[src/ttm_pkg.sv]
// package for the thermal threshold monitor: register map, timing, carriers
package ttm_pkg;

    localparam int unsigned NUM_WARN      = 6;
    localparam int unsigned ADDR_W        = 4;
    localparam int unsigned DATA_W        = 8;

    // register offsets
    localparam logic [3:0] REG_EVENT      = 4'h0;
    localparam logic [3:0] REG_SENSE      = 4'h1;
    localparam logic [3:0] REG_MASK       = 4'h2;
    localparam logic [3:0] REG_CTRL       = 4'h3;
    localparam logic [3:0] REG_STATUS     = 4'h4;

    // control fields
    localparam int unsigned CTRL_EN_BIT   = 0;
    localparam int unsigned CTRL_AON_BIT  = 1;
    // status fields
    localparam int unsigned STAT_PWR_BIT  = 0;
    localparam int unsigned STAT_SD_BIT   = 1;
    localparam int unsigned STAT_LOCK_BIT = 2;

    // reset values
    localparam logic [5:0] MASK_RST       = 6'h3f;
    localparam logic       EN_RST         = 1'b1;
    localparam logic       AON_RST        = 1'b1;

    // timing
    localparam int unsigned CLK_MHZ       = 200;
    localparam int unsigned DEBOUNCE_US   = 10;
    localparam int unsigned WINDOW_US     = 450;
    localparam int unsigned INTERVAL_US   = 3000;
    localparam int unsigned DEBOUNCE_CYC  = DEBOUNCE_US * CLK_MHZ;
    localparam int unsigned WINDOW_CYC    = WINDOW_US * CLK_MHZ;
    localparam int unsigned INTERVAL_CYC  = INTERVAL_US * CLK_MHZ;

    // hysteresis in degrees C for the warning levels and for shutdown
    localparam int unsigned WARN_HYS_C    = 5;
    localparam int unsigned SD_HYS_C      = 15;

    typedef struct packed {
        logic [ADDR_W-1:0] addr;
        logic [DATA_W-1:0] wdata;
        logic              wr;
        logic              rd;
    } ttm_bus_req_t;

    // centre-die comparator outputs from the analog side
    typedef struct packed {
        logic [NUM_WARN-1:0] warn_rise; // above warning level
        logic [NUM_WARN-1:0] warn_fall; // below level minus hysteresis
        logic                sd_rise;   // above shutdown level
        logic                sd_fall;   // below shutdown minus hysteresis
    } ttm_cmp_t;

    typedef enum logic [1:0] {
        MON_OFF,
        MON_ON,
        MON_SAMPLE_ON,
        MON_SAMPLE_OFF
    } ttm_mon_state_t;

endpackage

[src/ttm_monitor.sv]
// thermal threshold monitor: debounce, flags, shutdown lockout, sampling
//
// Local design decisions: the plain strobed port and the address map.
`timescale 1ns/10ps
// Overview of operation
// RULE1 - rising crossing sets latched event flag
// RULE2 - six warning levels, each event/sense/mask
// RULE3 - sense clears after 5 C fall
// RULE4 - shutdown at 165 C, lockout 15 C
// RULE5 - only centre sensor drives decisions
// RULE6 - enable bit turns monitor on or off
// RULE7 - run with always-on keeps monitor powered
// RULE8 - sampling: 450 us every 3 ms
// RULE9 - standby forces sampling while enabled
// RULE10 - 10 us debounce both directions
// RULE11 - unmasked set event drives irq low
// RULE12 - software clears event by writing one
module ttm_monitor
    import ttm_pkg::*;
#(
    parameter int unsigned DEBOUNCE_CYCLES = DEBOUNCE_CYC,
    parameter int unsigned WINDOW_CYCLES   = WINDOW_CYC,
    parameter int unsigned INTERVAL_CYCLES = INTERVAL_CYC
)
(
    input  wire logic              ref_clk_i,
    input  wire logic              rst_n_i,
    input  wire ttm_pkg::ttm_bus_req_t bus_req_i,
    output logic [ttm_pkg::DATA_W-1:0] bus_rdata_o,
    input  wire ttm_pkg::ttm_cmp_t centre_cmp_i,
    input  wire logic              standby_i,
    output logic                   monitor_power_o,
    output logic                   thermal_shutdown_o,
    output logic                   restart_block_o,
    output logic                   host_irq_n_o
);
    import ttm_pkg::*;

    localparam int unsigned NCMP = 2 * NUM_WARN + 2;
    localparam int unsigned CW   = 20;

    function automatic logic [CW-1:0] to_cnt(input int unsigned v);
        to_cnt = v[CW-1:0];
    endfunction

    // comparator synchronisers (analog domain)
    logic [NCMP-1:0] cmp_raw;
    logic [NCMP-1:0] sync1_q;
    logic [NCMP-1:0] sync2_q;
    assign cmp_raw = {centre_cmp_i.sd_fall, centre_cmp_i.sd_rise,
                      centre_cmp_i.warn_fall, centre_cmp_i.warn_rise}; // [RULE5]

    always_ff @(posedge ref_clk_i or negedge rst_n_i)
    begin
        if (!rst_n_i)
        begin
            sync1_q <= '0;
            sync2_q <= '0;
        end
        else
        begin
            sync1_q <= cmp_raw;
            sync2_q <= sync1_q;
        end
    end

    // debounce: a change must hold for the full time, either direction
    logic [NCMP-1:0] deb_q;
    logic [CW-1:0]   deb_cnt_q [NCMP];
    logic            sampling_valid;

    always_ff @(posedge ref_clk_i or negedge rst_n_i)
    begin
        if (!rst_n_i)
        begin
            deb_q <= '0;
            for (int i = 0; i < NCMP; i++)
                deb_cnt_q[i] <= '0;
        end
        else
        begin
            for (int i = 0; i < NCMP; i++)
            begin
                if (!sampling_valid || sync2_q[i] == deb_q[i])
                    deb_cnt_q[i] <= '0;
                else if (deb_cnt_q[i] >= to_cnt(DEBOUNCE_CYCLES - 1))
                begin
                    deb_q[i]     <= sync2_q[i];                // [RULE10]
                    deb_cnt_q[i] <= '0;
                end
                else
                    deb_cnt_q[i] <= deb_cnt_q[i] + 1'b1;
            end
        end
    end

    logic [NUM_WARN-1:0] warn_rise;
    logic [NUM_WARN-1:0] warn_fall;
    logic                sd_rise;
    logic                sd_fall;
    assign warn_rise = deb_q[NUM_WARN-1:0];
    assign warn_fall = deb_q[2*NUM_WARN-1:NUM_WARN];
    assign sd_rise   = deb_q[2*NUM_WARN];
    assign sd_fall   = deb_q[2*NUM_WARN+1];

    // register bus
    logic                ctrl_en_q;
    logic                ctrl_aon_q;
    logic [NUM_WARN-1:0] mask_q;
    logic [NUM_WARN-1:0] sense_q;
    logic [NUM_WARN-1:0] event_q;
    logic                sd_q;
    logic                lock_q;
    logic                wr_event;
    assign wr_event = bus_req_i.wr && bus_req_i.addr == REG_EVENT;

    always_ff @(posedge ref_clk_i or negedge rst_n_i)
    begin
        if (!rst_n_i)
        begin
            ctrl_en_q  <= EN_RST;
            ctrl_aon_q <= AON_RST;
            mask_q     <= MASK_RST;
        end
        else if (bus_req_i.wr)
        begin
            case (bus_req_i.addr)
                REG_MASK: mask_q <= bus_req_i.wdata[NUM_WARN-1:0];
                REG_CTRL:
                begin
                    ctrl_en_q  <= bus_req_i.wdata[CTRL_EN_BIT];   // [RULE6]
                    ctrl_aon_q <= bus_req_i.wdata[CTRL_AON_BIT];
                end
                default: ;
            endcase
        end
    end

    always_ff @(posedge ref_clk_i or negedge rst_n_i)
    begin
        if (!rst_n_i)
            bus_rdata_o <= '0;
        else if (bus_req_i.rd)
        begin
            case (bus_req_i.addr)
                REG_EVENT:  bus_rdata_o <= DATA_W'(event_q);
                REG_SENSE:  bus_rdata_o <= DATA_W'(sense_q);
                REG_MASK:   bus_rdata_o <= DATA_W'(mask_q);
                REG_CTRL:   bus_rdata_o <= DATA_W'({ctrl_aon_q, ctrl_en_q});
                REG_STATUS: bus_rdata_o <= DATA_W'({lock_q, sd_q, monitor_power_o});
                default:    bus_rdata_o <= '0;
            endcase
        end
        else
            bus_rdata_o <= '0;
    end

    // sense flags with release hysteresis; events latch on rising edge
    logic [NUM_WARN-1:0] sense_set;
    assign sense_set = warn_rise & ~sense_q;                      // [RULE1]

    always_ff @(posedge ref_clk_i or negedge rst_n_i)
    begin
        if (!rst_n_i)
            sense_q <= '0;
        else if (!ctrl_en_q)
            sense_q <= '0;
        else
            sense_q <= (sense_q | warn_rise) & ~(warn_fall & ~warn_rise); // [RULE3]
    end

    always_ff @(posedge ref_clk_i or negedge rst_n_i)
    begin
        if (!rst_n_i)
            event_q <= '0;
        else
        begin
            // set wins over a same-cycle clear
            event_q <= (event_q & ~({NUM_WARN{wr_event}} & bus_req_i.wdata[NUM_WARN-1:0]))
                       | (sense_set & {NUM_WARN{ctrl_en_q}});     // [RULE1] [RULE2] [RULE12]
        end
    end

    // shutdown with restart lockout until cooled by the hysteresis
    always_ff @(posedge ref_clk_i or negedge rst_n_i)
    begin
        if (!rst_n_i)
        begin
            sd_q   <= 1'b0;
            lock_q <= 1'b0;
        end
        else if (ctrl_en_q && sd_rise)
        begin
            sd_q   <= 1'b1;                                        // [RULE4]
            lock_q <= 1'b1;
        end
        else if (lock_q && sd_fall)
        begin
            sd_q   <= 1'b0;
            lock_q <= 1'b0;                                        // [RULE4]
        end
    end

    // power sequencing
    ttm_mon_state_t mon_state_q;
    logic [CW-1:0]  mon_cnt_q;
    logic           want_aon;
    assign want_aon = ctrl_aon_q && !standby_i;                   // [RULE7] [RULE9]

    always_ff @(posedge ref_clk_i or negedge rst_n_i)
    begin
        if (!rst_n_i)
        begin
            mon_state_q <= MON_OFF;
            mon_cnt_q   <= '0;
        end
        else if (!ctrl_en_q)
        begin
            mon_state_q <= MON_OFF;                                // [RULE6]
            mon_cnt_q   <= '0;
        end
        else
        begin
            case (mon_state_q)
                MON_OFF, MON_ON:
                begin
                    mon_cnt_q   <= '0;
                    mon_state_q <= want_aon ? MON_ON : MON_SAMPLE_ON;
                end
                MON_SAMPLE_ON, MON_SAMPLE_OFF:
                begin
                    if (want_aon)
                    begin
                        mon_state_q <= MON_ON;
                        mon_cnt_q   <= '0;
                    end
                    else if (mon_cnt_q >= to_cnt(INTERVAL_CYCLES - 1))
                    begin
                        mon_state_q <= MON_SAMPLE_ON;              // [RULE8]
                        mon_cnt_q   <= '0;
                    end
                    else
                    begin
                        mon_cnt_q <= mon_cnt_q + 1'b1;
                        if (mon_cnt_q >= to_cnt(WINDOW_CYCLES - 1))
                            mon_state_q <= MON_SAMPLE_OFF;         // [RULE8]
                    end
                end
                default:
                begin
                    mon_state_q <= MON_OFF;
                    mon_cnt_q   <= '0;
                end
            endcase
        end
    end

    // comparators only trusted while powered; stale results hold
    assign sampling_valid = monitor_power_o;

    always_ff @(posedge ref_clk_i or negedge rst_n_i)
    begin
        if (!rst_n_i)
        begin
            monitor_power_o    <= 1'b0;
            thermal_shutdown_o <= 1'b0;
            restart_block_o    <= 1'b0;
            host_irq_n_o       <= 1'b1;
        end
        else
        begin
            monitor_power_o    <= mon_state_q == MON_ON || mon_state_q == MON_SAMPLE_ON;
            thermal_shutdown_o <= sd_q;
            restart_block_o    <= lock_q;
            host_irq_n_o       <= ~|(event_q & ~mask_q);          // [RULE11]
        end
    end

endmodule

[config.mk]
export PLATFORM = sky130hd
export DESIGN_NAME = ttm_monitor
export DESIGN_NICKNAME = d
export VERILOG_FILES = /design/src/ttm_pkg.sv /design/src/ttm_monitor.sv
export SDC_FILE = /design/constraint.sdc
export NUM_CORES = 1
export LEC_CHECK = 0
export BUFFER_PORTS_ARGS = -buffer_cell sky130_fd_sc_hd__buf_2
export CORE_AREA = 5 5 225 227
export DETAILED_ROUTE_END_ITERATION = 8
export DIE_AREA = 0 0 230 232
export PLACE_DENSITY = 0.51
export SYNTH_ARGS = -nofsm -noshare
export SYNTH_HDL_FRONTEND = slang
export SYNTH_SLANG_ARGS = --single-unit
[constraint.sdc]
create_clock -name ref_clk_i -period 2.1 [get_ports ref_clk_i]
set_input_delay 0.63 -clock ref_clk_i [delete_from_list [all_inputs] [get_ports ref_clk_i]]
set_output_delay 0.63 -clock ref_clk_i [all_outputs]
set_load 0.01 [all_outputs]
# ---- After elaboration in Yosys (flattened, before gate mapping)
# Index checks and enable logic that the tools add are counted.
dict set report classes {
  n_eq_ne 22
  muxes 43
  n_lt_le_gt_ge 16
  reduce_logical 44
  n_addsub 15
  n_bitwise 28
}
# op n
set ops {}
lappend ops {{2-to-1 mux 20 bit} 31}
lappend ops {{adder 20 x 1 -> 20 bit, second input constant} 15}
lappend ops {{>= comparator 20 x 11 -> 1 bit, second input constant} 14}
lappend ops {{bitwise AND 6 bit} 7}
lappend ops {{one-hot mux 20 bit (2 select lines)} 1}
lappend ops {{AND reduction 2 bit} 16}
lappend ops {{NOT 6 bit} 5}
lappend ops {{one-hot mux 6 bit (5 select lines)} 1}
lappend ops {{>= comparator 20 x 17 -> 1 bit, second input constant} 1}
lappend ops {{>= comparator 20 bit, second input constant} 1}
lappend ops {{logical OR 1 bit} 15}
lappend ops {{== test 1 bit} 14}
lappend ops {{NOT 1 bit} 14}
lappend ops {{bitwise OR 6 bit} 2}
lappend ops {{2-to-1 mux 2 bit} 5}
lappend ops {{== test 4 x 2 -> 1 bit, second input constant} 2}
lappend ops {{2-to-1 mux 8 bit} 1}
lappend ops {{2-to-1 mux 6 bit} 1}
lappend ops {{OR reduction 6 bit} 1}
lappend ops {{!= test 5 bit, second input constant} 1}
lappend ops {{== test 2 bit, second input constant} 2}
lappend ops {{== test 4 x 1 -> 1 bit, second input constant} 1}
lappend ops {{== test 4 x 3 -> 1 bit, second input constant} 1}
lappend ops {{logical AND 1 bit} 4}
lappend ops {{other kinds (8)} 12}
dict set report totals {
  elab_cells 210
  register_bits 376
  output_inout_bits 12
}

# ---- Depth between registers and ports, before layout
# Gate-level depths: netlist (run 1).
dict set report depth {
  depth_word 6
  ltp_mapped 7
  depth_no_buf 6
}

# ---- Worst setup path before layout (run 1)
# Ideal clock, no wire load.
dict set report synth_timing {
  kind {reg-to-reg}
  startpoint {register deb_cnt_q[80] (netlist name)}
  endpoint {register deb_q[9]}
  period_less_slack_ns 1.843
  path_slack_ns 0.257
  required_ns 1.975
  setup_time_ns 0.125
  n_path_buf 0
  t_arrival_ns 1.719
  stages_incl_launch_ff 7
  path_cell_list {dfrtp_1 -> ha_1 -> and3_1 -> or3_1 -> a31oi_1 -> nand2b_1 -> mux2_2}
}
dict set report synth_via {
  elab_chain_len 2
}
# item line_no
set synth_lines {}
lappend synth_lines {{from (decl)} ttm_monitor.sv:69} ;# logic [CW-1:0] deb_cnt_q [NCMP];
lappend synth_lines {{from (signal, indexed assignment)} ttm_monitor.sv:92} ;# deb_cnt_q[i] <= deb_cnt_q[i] + 1'b1;
lappend synth_lines {{>= comparator 20 x 11 -> 1 bit} ttm_monitor.sv:86} ;# else if (deb_cnt_q[i] >= to_cnt(DEBOUNCE_CYCLES - 1))
lappend synth_lines {{AND reduction 2 bit (no line)} n/a}
lappend synth_lines {{to (signal, indexed assignment)} ttm_monitor.sv:88} ;# deb_q[i] <= sync2_q[i];
lappend synth_lines {{to (decl)} ttm_monitor.sv:68} ;# logic [NCMP-1:0] deb_q;
# Every way passes these cells.
# A chain may end at the register's enable or synchronous reset.

# ---- Final worst setup path (run 1)
dict set report layout_timing {
  startpoint {register deb_cnt_q[60] (netlist name)}
  endpoint {register deb_q[10]}
}
# Same word-level chain as after synthesis.

==> results of run 1 <==
[cell usage after synthesis (13+ instances only)]
| cell type | count | share of area |
|---|---|---|
| sky130_fd_sc_hd__dfrtp_1 | 365 | 0.64 |
| sky130_fd_sc_hd__nor2_1 | 192 | 0.050 |
| sky130_fd_sc_hd__nand3_1 | 84 | 0.029 |
| sky130_fd_sc_hd__xnor2_1 | 76 | 0.046 |
| sky130_fd_sc_hd__xor2_1 | 69 | 0.042 |
| sky130_fd_sc_hd__and3_1 | 62 | 0.027 |
| sky130_fd_sc_hd__nand2_1 | 31 | 0.0081 |
| sky130_fd_sc_hd__inv_1 | 26 | 0.0068 |
| sky130_fd_sc_hd__a21oi_1 | 17 | 0.0059 |
| sky130_fd_sc_hd__ha_1 | 17 | 0.015 |
| sky130_fd_sc_hd__nor2_2 | 17 | 0.0074 |
| sky130_fd_sc_hd__nor3_1 | 17 | 0.0059 |
| sky130_fd_sc_hd__and2_1 | 16 | 0.0070 |
| sky130_fd_sc_hd__nor4_1 | 16 | 0.0070 |
| sky130_fd_sc_hd__buf_2 | 15 | 0.0052 |
| sky130_fd_sc_hd__nor2b_1 | 15 | 0.0065 |
| sky130_fd_sc_hd__mux2_2 | 13 | 0.010 |
[final timing paths]
path | startpoint | to
max | deb_cnt_q[60] | deb_q[10]
max in group asynchronous | rst_n_i | monitor_power_o
min reg2reg | sync1_q[4] | sync2_q[4]
min in group asynchronous | rst_n_i | deb_cnt_q[125]
min | centre_cmp_i[12] | sync1_q[4]
max reg2reg | deb_cnt_q[60] | deb_q[10]
[power by group through the flow]
| stage | logic (W) | registers, W | clock network (W) |
|---|---|---|---|
| final | 0.00120 | 0.00808 | 0.00697 |
| after CTS | 0.00121 | 0.00809 | 0.00728 |
| after global placement | 0.00117 | 0.00821 | 0 |
| after floorplan | 0.000772 | 0.00804 | 0 |
| after detailed placement | 0.00120 | 0.00823 | 0 |
| after global routing | 0.00138 | 0.00814 | 0.00759 |
[kinds of logic after synthesis]
family                     share of synthesized area
muxes                                         0.0238
xor gates and xnor gates                      0.0885
AOI/OAI and AO/OA                             0.0307
adders and majority gates                     0.0148
other                                       0.000261
and+or+nand+nor                                0.171
DFF                                            0.653
buffers and inverters                         0.0173
[placed cells by master, fill, tap and decap left out, types with 5 or more instances in the layout]
master | netlist | routed
sky130_fd_sc_hd__buf_4 | 4 | 11
sky130_fd_sc_hd__nor4_1 | 16 | 16
sky130_fd_sc_hd__nor2_1 | 192 | 192
sky130_fd_sc_hd__o21ai_0 | 12 | 12
sky130_fd_sc_hd__and3_1 | 62 | 62
sky130_fd_sc_hd__inv_1 | 26 | 26
sky130_fd_sc_hd__and3_4 | 5 | 5
sky130_fd_sc_hd__buf_2 | 15 | 37
sky130_fd_sc_hd__mux2_2 | 13 | 13
sky130_fd_sc_hd__clkinv_2 | 0 | 9
sky130_fd_sc_hd__a31oi_1 | 11 | 11
sky130_fd_sc_hd__ha_1 | 17 | 17
sky130_fd_sc_hd__o21a_1 | 7 | 7
sky130_fd_sc_hd__nor2b_1 | 15 | 15
sky130_fd_sc_hd__buf_12 | 0 | 6
sky130_fd_sc_hd__clkbuf_1 | 4 | 9
sky130_fd_sc_hd__clkbuf_8 | 0 | 8
sky130_fd_sc_hd__mux2_1 | 12 | 12
sky130_fd_sc_hd__nand2b_1 | 7 | 7
sky130_fd_sc_hd__nand3_1 | 84 | 77
sky130_fd_sc_hd__mux2i_1 | 6 | 6
sky130_fd_sc_hd__nor2_2 | 17 | 17
sky130_fd_sc_hd__nor3_1 | 17 | 17
sky130_fd_sc_hd__dfstp_2 | 9 | 9
sky130_fd_sc_hd__and2_1 | 16 | 16
sky130_fd_sc_hd__xnor2_1 | 76 | 76
sky130_fd_sc_hd__dfrtp_1 | 365 | 364
sky130_fd_sc_hd__and4_1 | 5 | 5
sky130_fd_sc_hd__xor2_1 | 69 | 69
sky130_fd_sc_hd__nand3_2 | 1 | 8
sky130_fd_sc_hd__clkbuf_16 | 0 | 43
sky130_fd_sc_hd__nand2_1 | 31 | 31
sky130_fd_sc_hd__or3_1 | 11 | 11
sky130_fd_sc_hd__a21oi_1 | 17 | 17
sky130_fd_sc_hd__conb_1 | 1 | 128
[per-layer routing]
layer / global-route usage / part of all wire / vias to the layer above
li1: - / - / 4221
met1: 0.131 / 0.46 / 4101
met2: 0.151 / 0.45 / 93
met3: 0.0328 / 0.059 / 50
met4: 0.0381 / 0.024 / 10
met5: 0 / 0.0025 / -
[final cells by class]
class                      instances  area [sq um]
fill                            4799         31200
sequential                       374          9370
multi-input combinational        878          5240
clock buffer                      60          1220
tap                              622           778
timing repair buffer              56           413
clock inverter                    15           115
inverter                          26          97.6
antenna                            3          7.51
[worst max-delay path, delay by kind of cell (launching register included)]
kind                       cells  cell delay [ns]
DFF                            1             0.41
adders and majority gates      1             0.23
AOI/OAI and AO/OA              1             0.24
and+or+nand+nor                3             0.68
muxes                          1             0.32
[flip-flops by register name, indices dropped and copies added, names as in the netlist]
name and flops:
bus_rdata_o 6, ctrl_aon_q 1, ctrl_en_q 1, deb_cnt_q 280, deb_q 14, event_q 6, host_irq_n_o 1, lock_q 1
mask_q 6, mon_cnt_q 20, mon_state_q 2, monitor_power_o 1, restart_block_o 1, sense_q 6, sync1_q 14, sync2_q 14
[through the flow]
stage                      util  TNS [ns]
after floorplan               -         0
after global placement    0.327         0
after detailed placement  0.327         0
after CTS                 0.355         0
after global routing      0.356  -0.00472
final                     0.356         0
[timing repair]
item	CTS	global route
endpoints found under the setup margin	0	57
resized for setup	0	8
hold buffers	1	0
hold endpoints to repair	25	0
==> results by group, run 1 <==
Status
  • Status: complete, no violations

Global routing
  • Global-route wire length before repair: 43.6 mm
  • Total congestion overflow: 0
  • GRT Resource Usage Total: 0.0988
  • Antenna violations before repair: 9
  • Via count of the first global-routing pass: 8893
  • Maximum number of pins on one net before global-route repair: 71

Synthesis
  • Gate count of the mapped netlist: 1177
  • Cell Area, Synth: 14300 sq um
  • Dominant synthesized flop cell: sky130_fd_sc_hd__dfrtp_1
  • Number of storage elements in the synthesis netlist: 374
  • Yosys cell types: 52
  • Share of synthesized registers carrying an async set or reset: 1.00
  • Number of warnings issued by yosys: 0
  • Post-Syn Area per Cell: 12.2 sq um
  • Part of the Yosys area used for sequential elements: 0.653
  • Post-synth EDFFs: 0

Clock tree
  • CTS buffer count: 41
  • Post-CTS Setup Bufs: 0
  • Later-pin clock latency in the skew report: 0.55 ns
  • Clock-pin slew on the worst setup and hold paths: 0.06 ns
  • Total number of clock tree sinks: 374
  • Clock tree from TritonCTS: yes
  • CTS Root Cell: sky130_fd_sc_hd__clkbuf_16
  • Level count of the clock H-tree: 2
  • Maximum buffer depth of the clock tree: 3

Routing
  • Average detailed-routed wire length per instance: 12.4 microns
  • Via density: 4.17
  • Detailed-route DRC error count: 0
  • Detailed-router iteration count before antenna repair: 4
  • Final ANT Viol Nets: 0
  • Total via count after detailed routing: 8475
  • Detailed router's first-iteration violation count: 266
  • Final routed wirelength across all metal layers: 25.3 mm

Timing
  • Final critical path time including I/O delays and setup: 1.99 ns
  • Hold Violations, Final: 0
  • Worst Slack Setup Final: 0.112 ns
  • Worst hold margin: 0.188 ns
  • RSZ-0062 raised after global routing: yes
  • Pins Over Slew Limit: 0
  • Tcrit/Tclk final: 0.947
  • Setup Viol. Count Final: 0
  • Final Skew: 0.0103 ns
  • Peak clock frequency supported by timing: 503 MHz

Power
  • Total power consumption of the routed design: 0.0162 W
  • Gate power share: 0.074
  • Total leakage power: 7.77 nW
  • Internal Dissipation: 0.0124 W
  • Proportion of power drawn by the clock network: 0.429
  • Power density cells: 942 nW/um^2
  • Highest ir drop seen on vdd: 0.498 mV
  • Switching component of the power: 0.00386 W
  • Switching fraction of total power: 0.238
  • Register share of total power: 0.497

Die
  • Chip Width: 230 microns
  • IO Pins: 43
  • Die Height: 232 microns
  • Floorplan row count: 81
  • Std-Cell Core Area: 48400 sq um
  • Effective utilization at floorplan: 0.296
  • Full die area: 53400 sq um

Placed design
  • Input/output buffers: 38
  • GPL Wtd Cong: 0.750
  • Placed instance area: 15900 sq um
  • Placed Cells: 1955
  • Dpl hpwl: 16.8 mm
  • Dpl ws: 0.0275 ns

Setup path
  • Reg2Reg Depth: 6
  • Cells along the critical path: ha_1 > and3_1 > or3_1 > a31oi_1 > nand2b_1 > mux2_2
  • Slowest cell on the critical path: sky130_fd_sc_hd__dfrtp_1
  • CP Class: register to register
  • Largest stage delay on the critical path: 0.41 ns
  • Worst EP arrival: 2.42 ns
  • Required time worst endpoint: 2.53 ns
  • Worst R2R Setup Slack: 0.11 ns
  • Worst-path maximum fanout: 4
  • Worst setup SP type: register
  • Critical Path Sink Type: register

Final layout
  • Final std cell area, no fill: 17200 sq um
  • Area growth from synthesis to layout: 20.2%
  • Final standard cell count with taps included and fillers excluded: 2034
  • Final nets: 1425
  • Fraction of final layout cells sized beyond drive strength 1: 0.131

Worst hold path
  • Number of stages on the worst hold path: 1
  • Worst hold-check path type: input port to register

Flow run
  • Number of maximum-capacitance constraint violations: 0
(Power assumes the default switching activity.)
==> run 2: changes to the inputs <==
--- a/config.mk
+++ b/config.mk
@@ -5,10 +5,12 @@
 export SDC_FILE = /design/constraint.sdc
 export NUM_CORES = 1
 export LEC_CHECK = 0
+export ABC_AREA = 1
 export BUFFER_PORTS_ARGS = -buffer_cell sky130_fd_sc_hd__buf_2
-export CORE_AREA = 5 5 225 227
+export CORE_AREA = 5 5 230 232
+export CTS_CLUSTER_SIZE = 24
 export DETAILED_ROUTE_END_ITERATION = 8
-export DIE_AREA = 0 0 230 232
+export DIE_AREA = 0 0 235 237
 export PLACE_DENSITY = 0.51
 export SYNTH_ARGS = -nofsm -noshare
 export SYNTH_HDL_FRONTEND = slang
==> constraint.sdc (replaced) <==
create_clock -name ref_clk_i -period 2.3 [get_ports ref_clk_i]
set_input_delay 0.69 -clock ref_clk_i [delete_from_list [all_inputs] [get_ports ref_clk_i]]
set_output_delay 0.69 -clock ref_clk_i [all_outputs]
set_load 0.01 [all_outputs]
==> run 2 against run 1 <==
Clock power is 6.0% lower. Worst setup slack gained 0.040 ns. Highest routed layer unchanged. Cell area up 4.0%. Non-clock buffer count fell by 2. Flip-flop and latch count stayed put. Cell count is 19% higher. Sequential share of layout area fell by 2.1 points. Via count grew 17%.
==> results by group, run 2 <==
Status
  • Status: complete, no violations

Synthesis
  • Part of the Yosys area used for sequential elements: 0.627 (-0.0259)
  • Dominant cells by area after synthesis: sky130_fd_sc_hd__dfrtp_1, sky130_fd_sc_hd__nor2_1, sky130_fd_sc_hd__nand2_1, sky130_fd_sc_hd__inv_1, sky130_fd_sc_hd__nand3_1
  • Post-synth EDFFs: 0 (unchanged)
  • Gate count of the mapped netlist: 1504 (+28%)
  • Leading cell type by number of instances after synthesis: sky130_fd_sc_hd__dfrtp_1
  • Cell Area, Synth: 14900 sq um (+4.1%)
  • Top cells by instance count after synthesis: sky130_fd_sc_hd__dfrtp_1, sky130_fd_sc_hd__nor2_1, sky130_fd_sc_hd__nand2_1, sky130_fd_sc_hd__inv_1, sky130_fd_sc_hd__nand3_1
  • Yosys cell types: 46 (-12%)
  • Share of Yosys cell area claimed by the top area cell type: 0.611 (-0.0253)
  • Number of warnings issued by yosys: 0 (unchanged)
  • Dominant synthesized flop cell: sky130_fd_sc_hd__dfrtp_1
  • Post-Syn Area per Cell: 9.93 sq um (-19%)
  • Number of storage elements in the synthesis netlist: 374 (unchanged)
  • Post-synth top area cell: sky130_fd_sc_hd__dfrtp_1
  • Share of synthesized registers carrying an async set or reset: 1.00 (unchanged)

Final layout
  • Most common cell after layout, fill and taps aside: sky130_fd_sc_hd__dfrtp_1
  • Biggest register: deb_cnt_q
  • Diode insertion count for antenna repair: 0 (-3)
  • Final standard cell count with taps included and fillers excluded: 2418 (+19%)
  • Max FFs per register: 280 (unchanged)
  • Largest registers ranked by flip-flop count: deb_cnt_q: 280 flops, mon_cnt_q: 20 flops
  • Final nets: 1756 (+23%)
  • Most frequent cells in the layout: sky130_fd_sc_hd__dfrtp_1, sky130_fd_sc_hd__nor2_1, sky130_fd_sc_hd__nand2_1
  • Fraction of final layout cells sized beyond drive strength 1: 0.101 (-0.0293)
  • Area growth from synthesis to layout: 20.1%

Timing
  • Worst hold margin: 0.0525 ns (-0.135 ns)
  • Peak clock frequency supported by timing: 466 MHz
  • Worst Tran Pin Value: 0.532 ns
  • Tcrit/Tclk final: 0.934
  • Headroom to the max-slew limit: 0.642
  • Final Skew: 0.0124 ns (+0.00211 ns)
  • Hold Violations, Final: 0 (unchanged)
  • Worst Slack Setup Final: 0.152 ns (+0.0401 ns)
  • RSZ-0062 raised after global routing: no
  • Final critical path time including I/O delays and setup: 2.15 ns
  • Setup TNS: 0 ns (unchanged)
  • Setup Viol. Count Final: 0 (unchanged)
  • Pins Over Slew Limit: 0 (unchanged)

Flow run
  • Number of maximum-capacitance constraint violations: 0 (unchanged)

Global routing
  • Total congestion overflow: 0 (unchanged)
  • Antenna violations before repair: 2 (-7)
  • Maximum number of pins on one net before global-route repair: 79 (+11%)
  • GRT Resource Usage Total: 0.101 (+0.00239)
  • Global-route wire length before repair: 47.8 mm (+9.6%)
  • Via count of the first global-routing pass: 9879 (+11%)

Die
  • Floorplan row count: 83 (+2.5%)
  • Die Height: 237 microns (+2.2%)
  • Chip Width: 235 microns (+2.2%)
  • Full die area: 55700 sq um (+4.4%)
  • Std-Cell Core Area: 50800 sq um (+4.8%)
  • IO Pins: 43 (unchanged)
  • Effective utilization at floorplan: 0.294 (-0.00196)

Routing
  • Total via count after detailed routing: 9902 (+17%)
  • Detailed router's first-iteration violation count: 550 (+110%)
  • Final routed wirelength across all metal layers: 27.3 mm (+8.1%)
  • Final ANT Viol Nets: 0 (unchanged)
  • Average detailed-routed wire length per instance: 11.3 microns (-9.1%)
  • Detailed-route DRC error count: 0 (unchanged)
  • Detailed-router iteration count before antenna repair: 5 (+1)
  • Via density: 4.10 (-1.7%)

Setup path
  • Worst R2R Setup Slack: 0.42 ns (+0.31 ns)
  • Capture instance of the worst register-to-register path: deb_cnt_q[104]
  • Reg2Reg Depth: 6 (unchanged)
  • Worst EP arrival: 1.46 ns (-0.96 ns)
  • Worst setup path startpoint: monitor_power_o
  • Required time worst endpoint: 1.61 ns (-0.92 ns)
  • Worst-path maximum fanout: 8 (+4)
  • CP Class: register to output port
  • R2r startpoint: deb_cnt_q[100]
  • End of the critical path: monitor_power_o
  • Worst setup SP type: register
  • Critical Path Sink Type: output port

Worst hold path
  • Worst hold-check path type: input port to async pin

Power
  • Highest ir drop seen on vdd: 0.407 mV (-18%)
  • Total power consumption of the routed design: 0.0150 W (-7.8%)
  • Power density cells: 835 nW/um^2 (-11%)
  • Total leakage power: 7.98 nW (+2.8%)

Clock tree
  • Number of hold-repair buffers added at the cts stage: 0 (-1)
  • Clock tree from TritonCTS: yes
  • Maximum buffer depth of the clock tree: 3 (unchanged)
  • Level count of the clock H-tree: 2 (unchanged)
  • Later-pin clock latency in the skew report: 0.54 ns (about the same)
  • Post-CTS Setup Bufs: 0 (unchanged)
  • Clock-pin slew on the worst setup and hold paths: 0.06 ns (about the same)
  • CTS buffer count: 40 (-2.4%)
  • Number of gates resized after cts: 1 (+1)
  • Total number of clock tree sinks: 374 (unchanged)
  • CTS Root Cell: sky130_fd_sc_hd__clkbuf_16

Placed design
  • GPL Wtd Cong: 0.804 (+7.3%)
  • Dpl ws: 0.307 ns (+0.280 ns)
  • Placed Cells: 2346 (+20%)
  • Input/output buffers: 38 (unchanged)
  • Dpl hpwl: 19.2 mm (+15%)
-- run 2: logic make-up (layout without fill, tap and decap cells) --
| kind of cell | after synthesis | count (layout) | share of synthesized area |
|---|---|---|---|
| AO/OA/AOI/OAI | 115 | 115 | 0.0451 |
| XOR/XNOR | 75 | 75 | 0.0440 |
| adder cells (fa/ha/maj) | 17 | 17 | 0.0142 |
| buffers and inverters | 192 | 299 | 0.0512 |
| flip-flops | 374 | 374 | 0.627 |
| other | 1 | 128 | 0.000251 |
| AND/OR/NAND/NOR | 730 | 730 | 0.218 |
-- run 2: stage by stage --
| stage | area (sq um) | utilization |
|---|---|---|
| final | 17900 | 0.353 |
| after global routing | 17900 | 0.353 |
| after CTS | 17900 | 0.353 |
| after detailed placement | 16600 | 0.326 |
| after global placement | 16600 | 0.326 |
| after floorplan | 15400 | - |
-- run 2: worst min path at each step --
stage | from | end | slack (ns)
3_5_place_dp | sync1_q[6] | sync2_q[6] | 0.34
4_1_cts | rst_n_i | deb_cnt_q[116] | 0.03
3_3_place_gp | sync1_q[12] | sync2_q[12] | 0.34
6_report | rst_n_i | deb_cnt_q[173] | 0.05
2_1_floorplan | sync1_q[0] | sync2_q[0] | 0.33
5_1_grt | rst_n_i | sync2_q[5] | 0.05
-- run 2: final cells by class --
| class | instances | area, sq um |
|---|---|---|
| multi-input combinational | 1065 | 5280 |
| clock inverter | 18 | 209 |
| inverter | 173 | 649 |
| clock buffer | 54 | 1150 |
| fill | 5118 | 32800 |
| tap | 680 | 851 |
| sequential | 374 | 9370 |
| timing repair buffer | 54 | 420 |
-- run 2: metal layers --
metal | vias to the layer above | routed length, microns | track usage
met5 | - | 16 | 0
met4 | 4 | 709 | 0.0343
met3 | 56 | 1060 | 0.0221
met2 | 102 | 12400 | 0.162
met1 | 4659 | 13100 | 0.137
li1 | 5081 | - | -
-- run 2: critical path, cell delays in order, from the launching register on --
cell	delay, ns
sky130_fd_sc_hd__dfrtp_2	0.50
sky130_fd_sc_hd__buf_4	0.23
sky130_fd_sc_hd__buf_2	0.18
-- run 2: report_power, final --
part | leakage, nW | switching [W] | total (W) | internal [W]
sequential | 4.78 | 0.000274 | 0.00727 | 0.00699
combinational | 2.52 | 0.000758 | 0.00115 | 0.000394
clock | 0.685 | 0.00258 | 0.00655 | 0.00398
total | 7.98 | 0.00361 | 0.0150 | 0.0114
==> run 3: changes to the inputs <==
==> constraint.sdc (replaced) <==
create_clock -name ref_clk_i -period 2.3 [get_ports ref_clk_i]
set_input_delay 0.69 -clock ref_clk_i [delete_from_list [all_inputs] [get_ports ref_clk_i]]
set_output_delay 0.69 -clock ref_clk_i [all_outputs]
set_load 0.05 [all_outputs]
==> run 3 against run 2 <==
Flip-flop and latch count unchanged. Sequential share of layout area increased by 0.073 points. Critical endpoint unchanged. Count of clock-buffer cells in the layout increased by 9. Fmax up 1.1%. Register-to-register slack improved by 0.05 ns. Non-clock buffer count shrank 2. Global-route usage about the same. Clock skew up 0.0024 ns. Critical path type unchanged. Via count fell by 0.59%. Sequential power barely moved. First-iteration DRC count down 4.2%. Largest power group unchanged. Combinational power up 9.6%. Highest routed layer unchanged.
==> results by group, run 3 (synthesis gave the netlist of run 2 again) <==
Routing
  • Detailed-router iteration count before antenna repair: 4 (-1)
  • Via density: 4.07 (-0.67%)
  • Final ANT Viol Nets: 0 (unchanged)
  • Detailed-route DRC error count: 0 (unchanged)
  • Detailed router's first-iteration violation count: 527 (-4.2%)
  • Average detailed-routed wire length per instance: 11.3 microns (+0.21%)
  • Total via count after detailed routing: 9844 (-0.59%)
  • Final routed wirelength across all metal layers: 27.4 mm (+0.30%)

Setup path
  • Reg2Reg Depth: 6 (unchanged)
  • Required time worst endpoint: 1.61 ns (about the same)
  • Worst EP arrival: 1.43 ns (-0.03 ns)
  • Slowest cell on the critical path: sky130_fd_sc_hd__dfrtp_1
  • Worst setup path startpoint: monitor_power_o
  • Capture instance of the worst register-to-register path: deb_cnt_q[249]
  • End of the critical path: monitor_power_o
  • Worst-path maximum fanout: 25 (+17)
  • Count of buffer and inverter cells on the critical path: 2 (unchanged)
  • Worst setup SP type: register
  • Critical Path Sink Type: output port
  • R2r startpoint: deb_cnt_q[240]
  • Largest stage delay on the critical path: 0.37 ns (-0.13 ns)
  • Cells along the critical path: buf_12 > buf_2
  • Category of cells accounting for the largest share of critical-path delay: buffers and inverters
  • Worst R2R Setup Slack: 0.47 ns (+0.05 ns)
  • CP Class: register to output port
  • Total stage count of the critical path: 2 (unchanged)

Timing
  • Tcrit/Tclk final: 0.923 (-0.0104)
  • Headroom to the max-slew limit: 0.638 (-0.00407)
  • Setup TNS: 0 ns (unchanged)
  • Hold Violations, Final: 0 (unchanged)
  • RSZ-0062 raised after global routing: no
  • Final critical path time including I/O delays and setup: 2.12 ns (-0.0238 ns)
  • Setup Viol. Count Final: 0 (unchanged)
  • Worst Tran Pin Value: 0.539 ns (+0.00605 ns)
  • Peak clock frequency supported by timing: 471 MHz (+1.1%)
  • Final Skew: 0.0148 ns (+0.00245 ns)
  • Pins Over Slew Limit: 0 (unchanged)
  • Worst hold margin: 0.0483 ns (-0.00420 ns)

Placed design
  • Input/output buffers: 38 (unchanged)
  • Placed Cells: 2344 (-0.085%)
  • GPL Wtd Cong: 0.800 (-0.57%)
  • Placed instance area: 16600 sq um (about the same)
  • Dpl hpwl: 18.9 mm (-1.6%)

Power
  • Switching component of the power: 0.00373 W (+3.5%)
  • Internal Dissipation: 0.0112 W (-1.4%)
  • Gate power share: 0.085 (+0.008)
  • Proportion of power drawn by the clock network: 0.430 (-0.008)
  • Total power consumption of the routed design: 0.0149 W (-0.21%)
  • Register share of total power: 0.485 (about the same)
  • Total leakage power: 7.95 nW (-0.45%)
  • Highest ir drop seen on vdd: 0.429 mV (+5.6%)
  • Power density cells: 834 nW/um^2 (about the same)
  • Switching fraction of total power: 0.250 (+0.00899)

Final layout
  • Area growth from synthesis to layout: 19.9%
  • Most frequent cells in the layout: sky130_fd_sc_hd__dfrtp_1, sky130_fd_sc_hd__nor2_1, sky130_fd_sc_hd__nand2_1
  • Fraction of final layout cells sized beyond drive strength 1: 0.0971 (-0.00414)
  • Largest registers ranked by flip-flop count: deb_cnt_q: 280 flops, mon_cnt_q: 20 flops
  • Final standard cell count with taps included and fillers excluded: 2420 (+0.083%)
  • Diode insertion count for antenna repair: 0 (unchanged)
  • Final std cell area, no fill: 17900 sq um (-0.15%)
  • Max FFs per register: 280 (unchanged)
  • Most common cell after layout, fill and taps aside: sky130_fd_sc_hd__dfrtp_1
  • Biggest register: deb_cnt_q
  • Final nets: 1755 (-0.057%)

Clock tree
  • Clock tree from TritonCTS: yes
  • Maximum buffer depth of the clock tree: 3 (unchanged)
  • Later-pin clock latency in the skew report: 0.55 ns (about the same)
  • CTS buffer count: 41 (+2.5%)
  • CTS Root Cell: sky130_fd_sc_hd__clkbuf_16
  • Clock-pin slew on the worst setup and hold paths: 0.06 ns (about the same)
  • Number of gates resized after cts: 0 (-1)
  • Total number of clock tree sinks: 374 (unchanged)
  • Level count of the clock H-tree: 2 (unchanged)
  • Number of hold-repair buffers added at the cts stage: 0 (unchanged)
  • Post-CTS Setup Bufs: 0 (unchanged)

Global routing
  • Maximum number of pins on one net before global-route repair: 79 (unchanged)
  • Global-route wire length before repair: 47.6 mm (-0.33%)
  • Via count of the first global-routing pass: 9746 (-1.3%)
  • Total congestion overflow: 0 (unchanged)
  • Antenna violations before repair: 1 (-1)
  • GRT Resource Usage Total: 0.101 (-0.000179)

Die
  • Full die area: 55700 sq um (unchanged)
  • Effective utilization at floorplan: 0.294 (unchanged)
  • IO Pins: 43 (unchanged)
  • Floorplan row count: 83 (unchanged)
  • Std-Cell Core Area: 50800 sq um (unchanged)
  • Die Height: 237 microns (unchanged)
  • Chip Width: 235 microns (unchanged)

Flow run
  • Number of maximum-capacitance constraint violations: 0 (unchanged)

Worst hold path
  • Worst hold-check path type: input port to async pin

Status
  • Status: complete, no violations
-- run 3: worst reg2reg max path: cells and delay by family (launching register included) --
| kind | cells | cell delay (ns) |
|---|---|---|
| simple gates | 4 | 0.87 |
| flops | 1 | 0.43 |
| fa+ha+maj | 1 | 0.25 |
| compound gates | 1 | 0.20 |
-- run 3: layout make-up --
| class | count | area (sq um) |
|---|---|---|
| Clock inverter | 13 | 108 |
| Timing Repair Buffer | 52 | 418 |
| Clock buffer | 63 | 1230 |
| Fill cell | 5078 | 32900 |
| Tap cell | 680 | 851 |
| Sequential cell | 374 | 9370 |
| Multi-Input combinational cell | 1065 | 5280 |
| Inverter | 173 | 649 |
-- run 3: worst min-delay path by stage --
stage | cells after the start | slack, ns | to | startpoint
finish | 1 | 0.05 | deb_cnt_q[178] | rst_n_i
global route | 1 | 0.04 | deb_cnt_q[112] | rst_n_i
CTS | 1 | 0.01 | deb_cnt_q[112] | rst_n_i
detailed placement | 0 | 0.33 | sync2_q[2] | sync1_q[2]
global placement | 0 | 0.34 | sync2_q[6] | sync1_q[6]
floorplan | 0 | 0.33 | sync2_q[0] | sync1_q[0]
-- run 3: metrics by stage --
step | util | setup slack [ns]
floorplan | - | 0.713
global placement | 0.326 | 0.350
detailed placement | 0.326 | 0.347
CTS | 0.353 | 0.129
global route | 0.353 | 0.107
finish | 0.353 | 0.176
-- run 3: layer usage --
layer / GRT usage / part of all wire / vias to the layer above
met1: 0.140 / 0.48 / 4603
li1: - / - / 5068
met4: 0.0368 / 0.029 / 2
met5: 0 / 0.00040 / -
met2: 0.155 / 0.45 / 117
met3: 0.0233 / 0.042 / 54
-- run 3: power groups by stage --
stage | clock network, W | registers (W) | logic (W)
after floorplan | 0 | 0.00735 | 0.000718
after global placement | 0 | 0.00736 | 0.00127
after detailed placement | 0 | 0.00737 | 0.00130
after CTS | 0.00669 | 0.00725 | 0.00130
after global routing | 0.00695 | 0.00729 | 0.00148
final | 0.00643 | 0.00725 | 0.00126
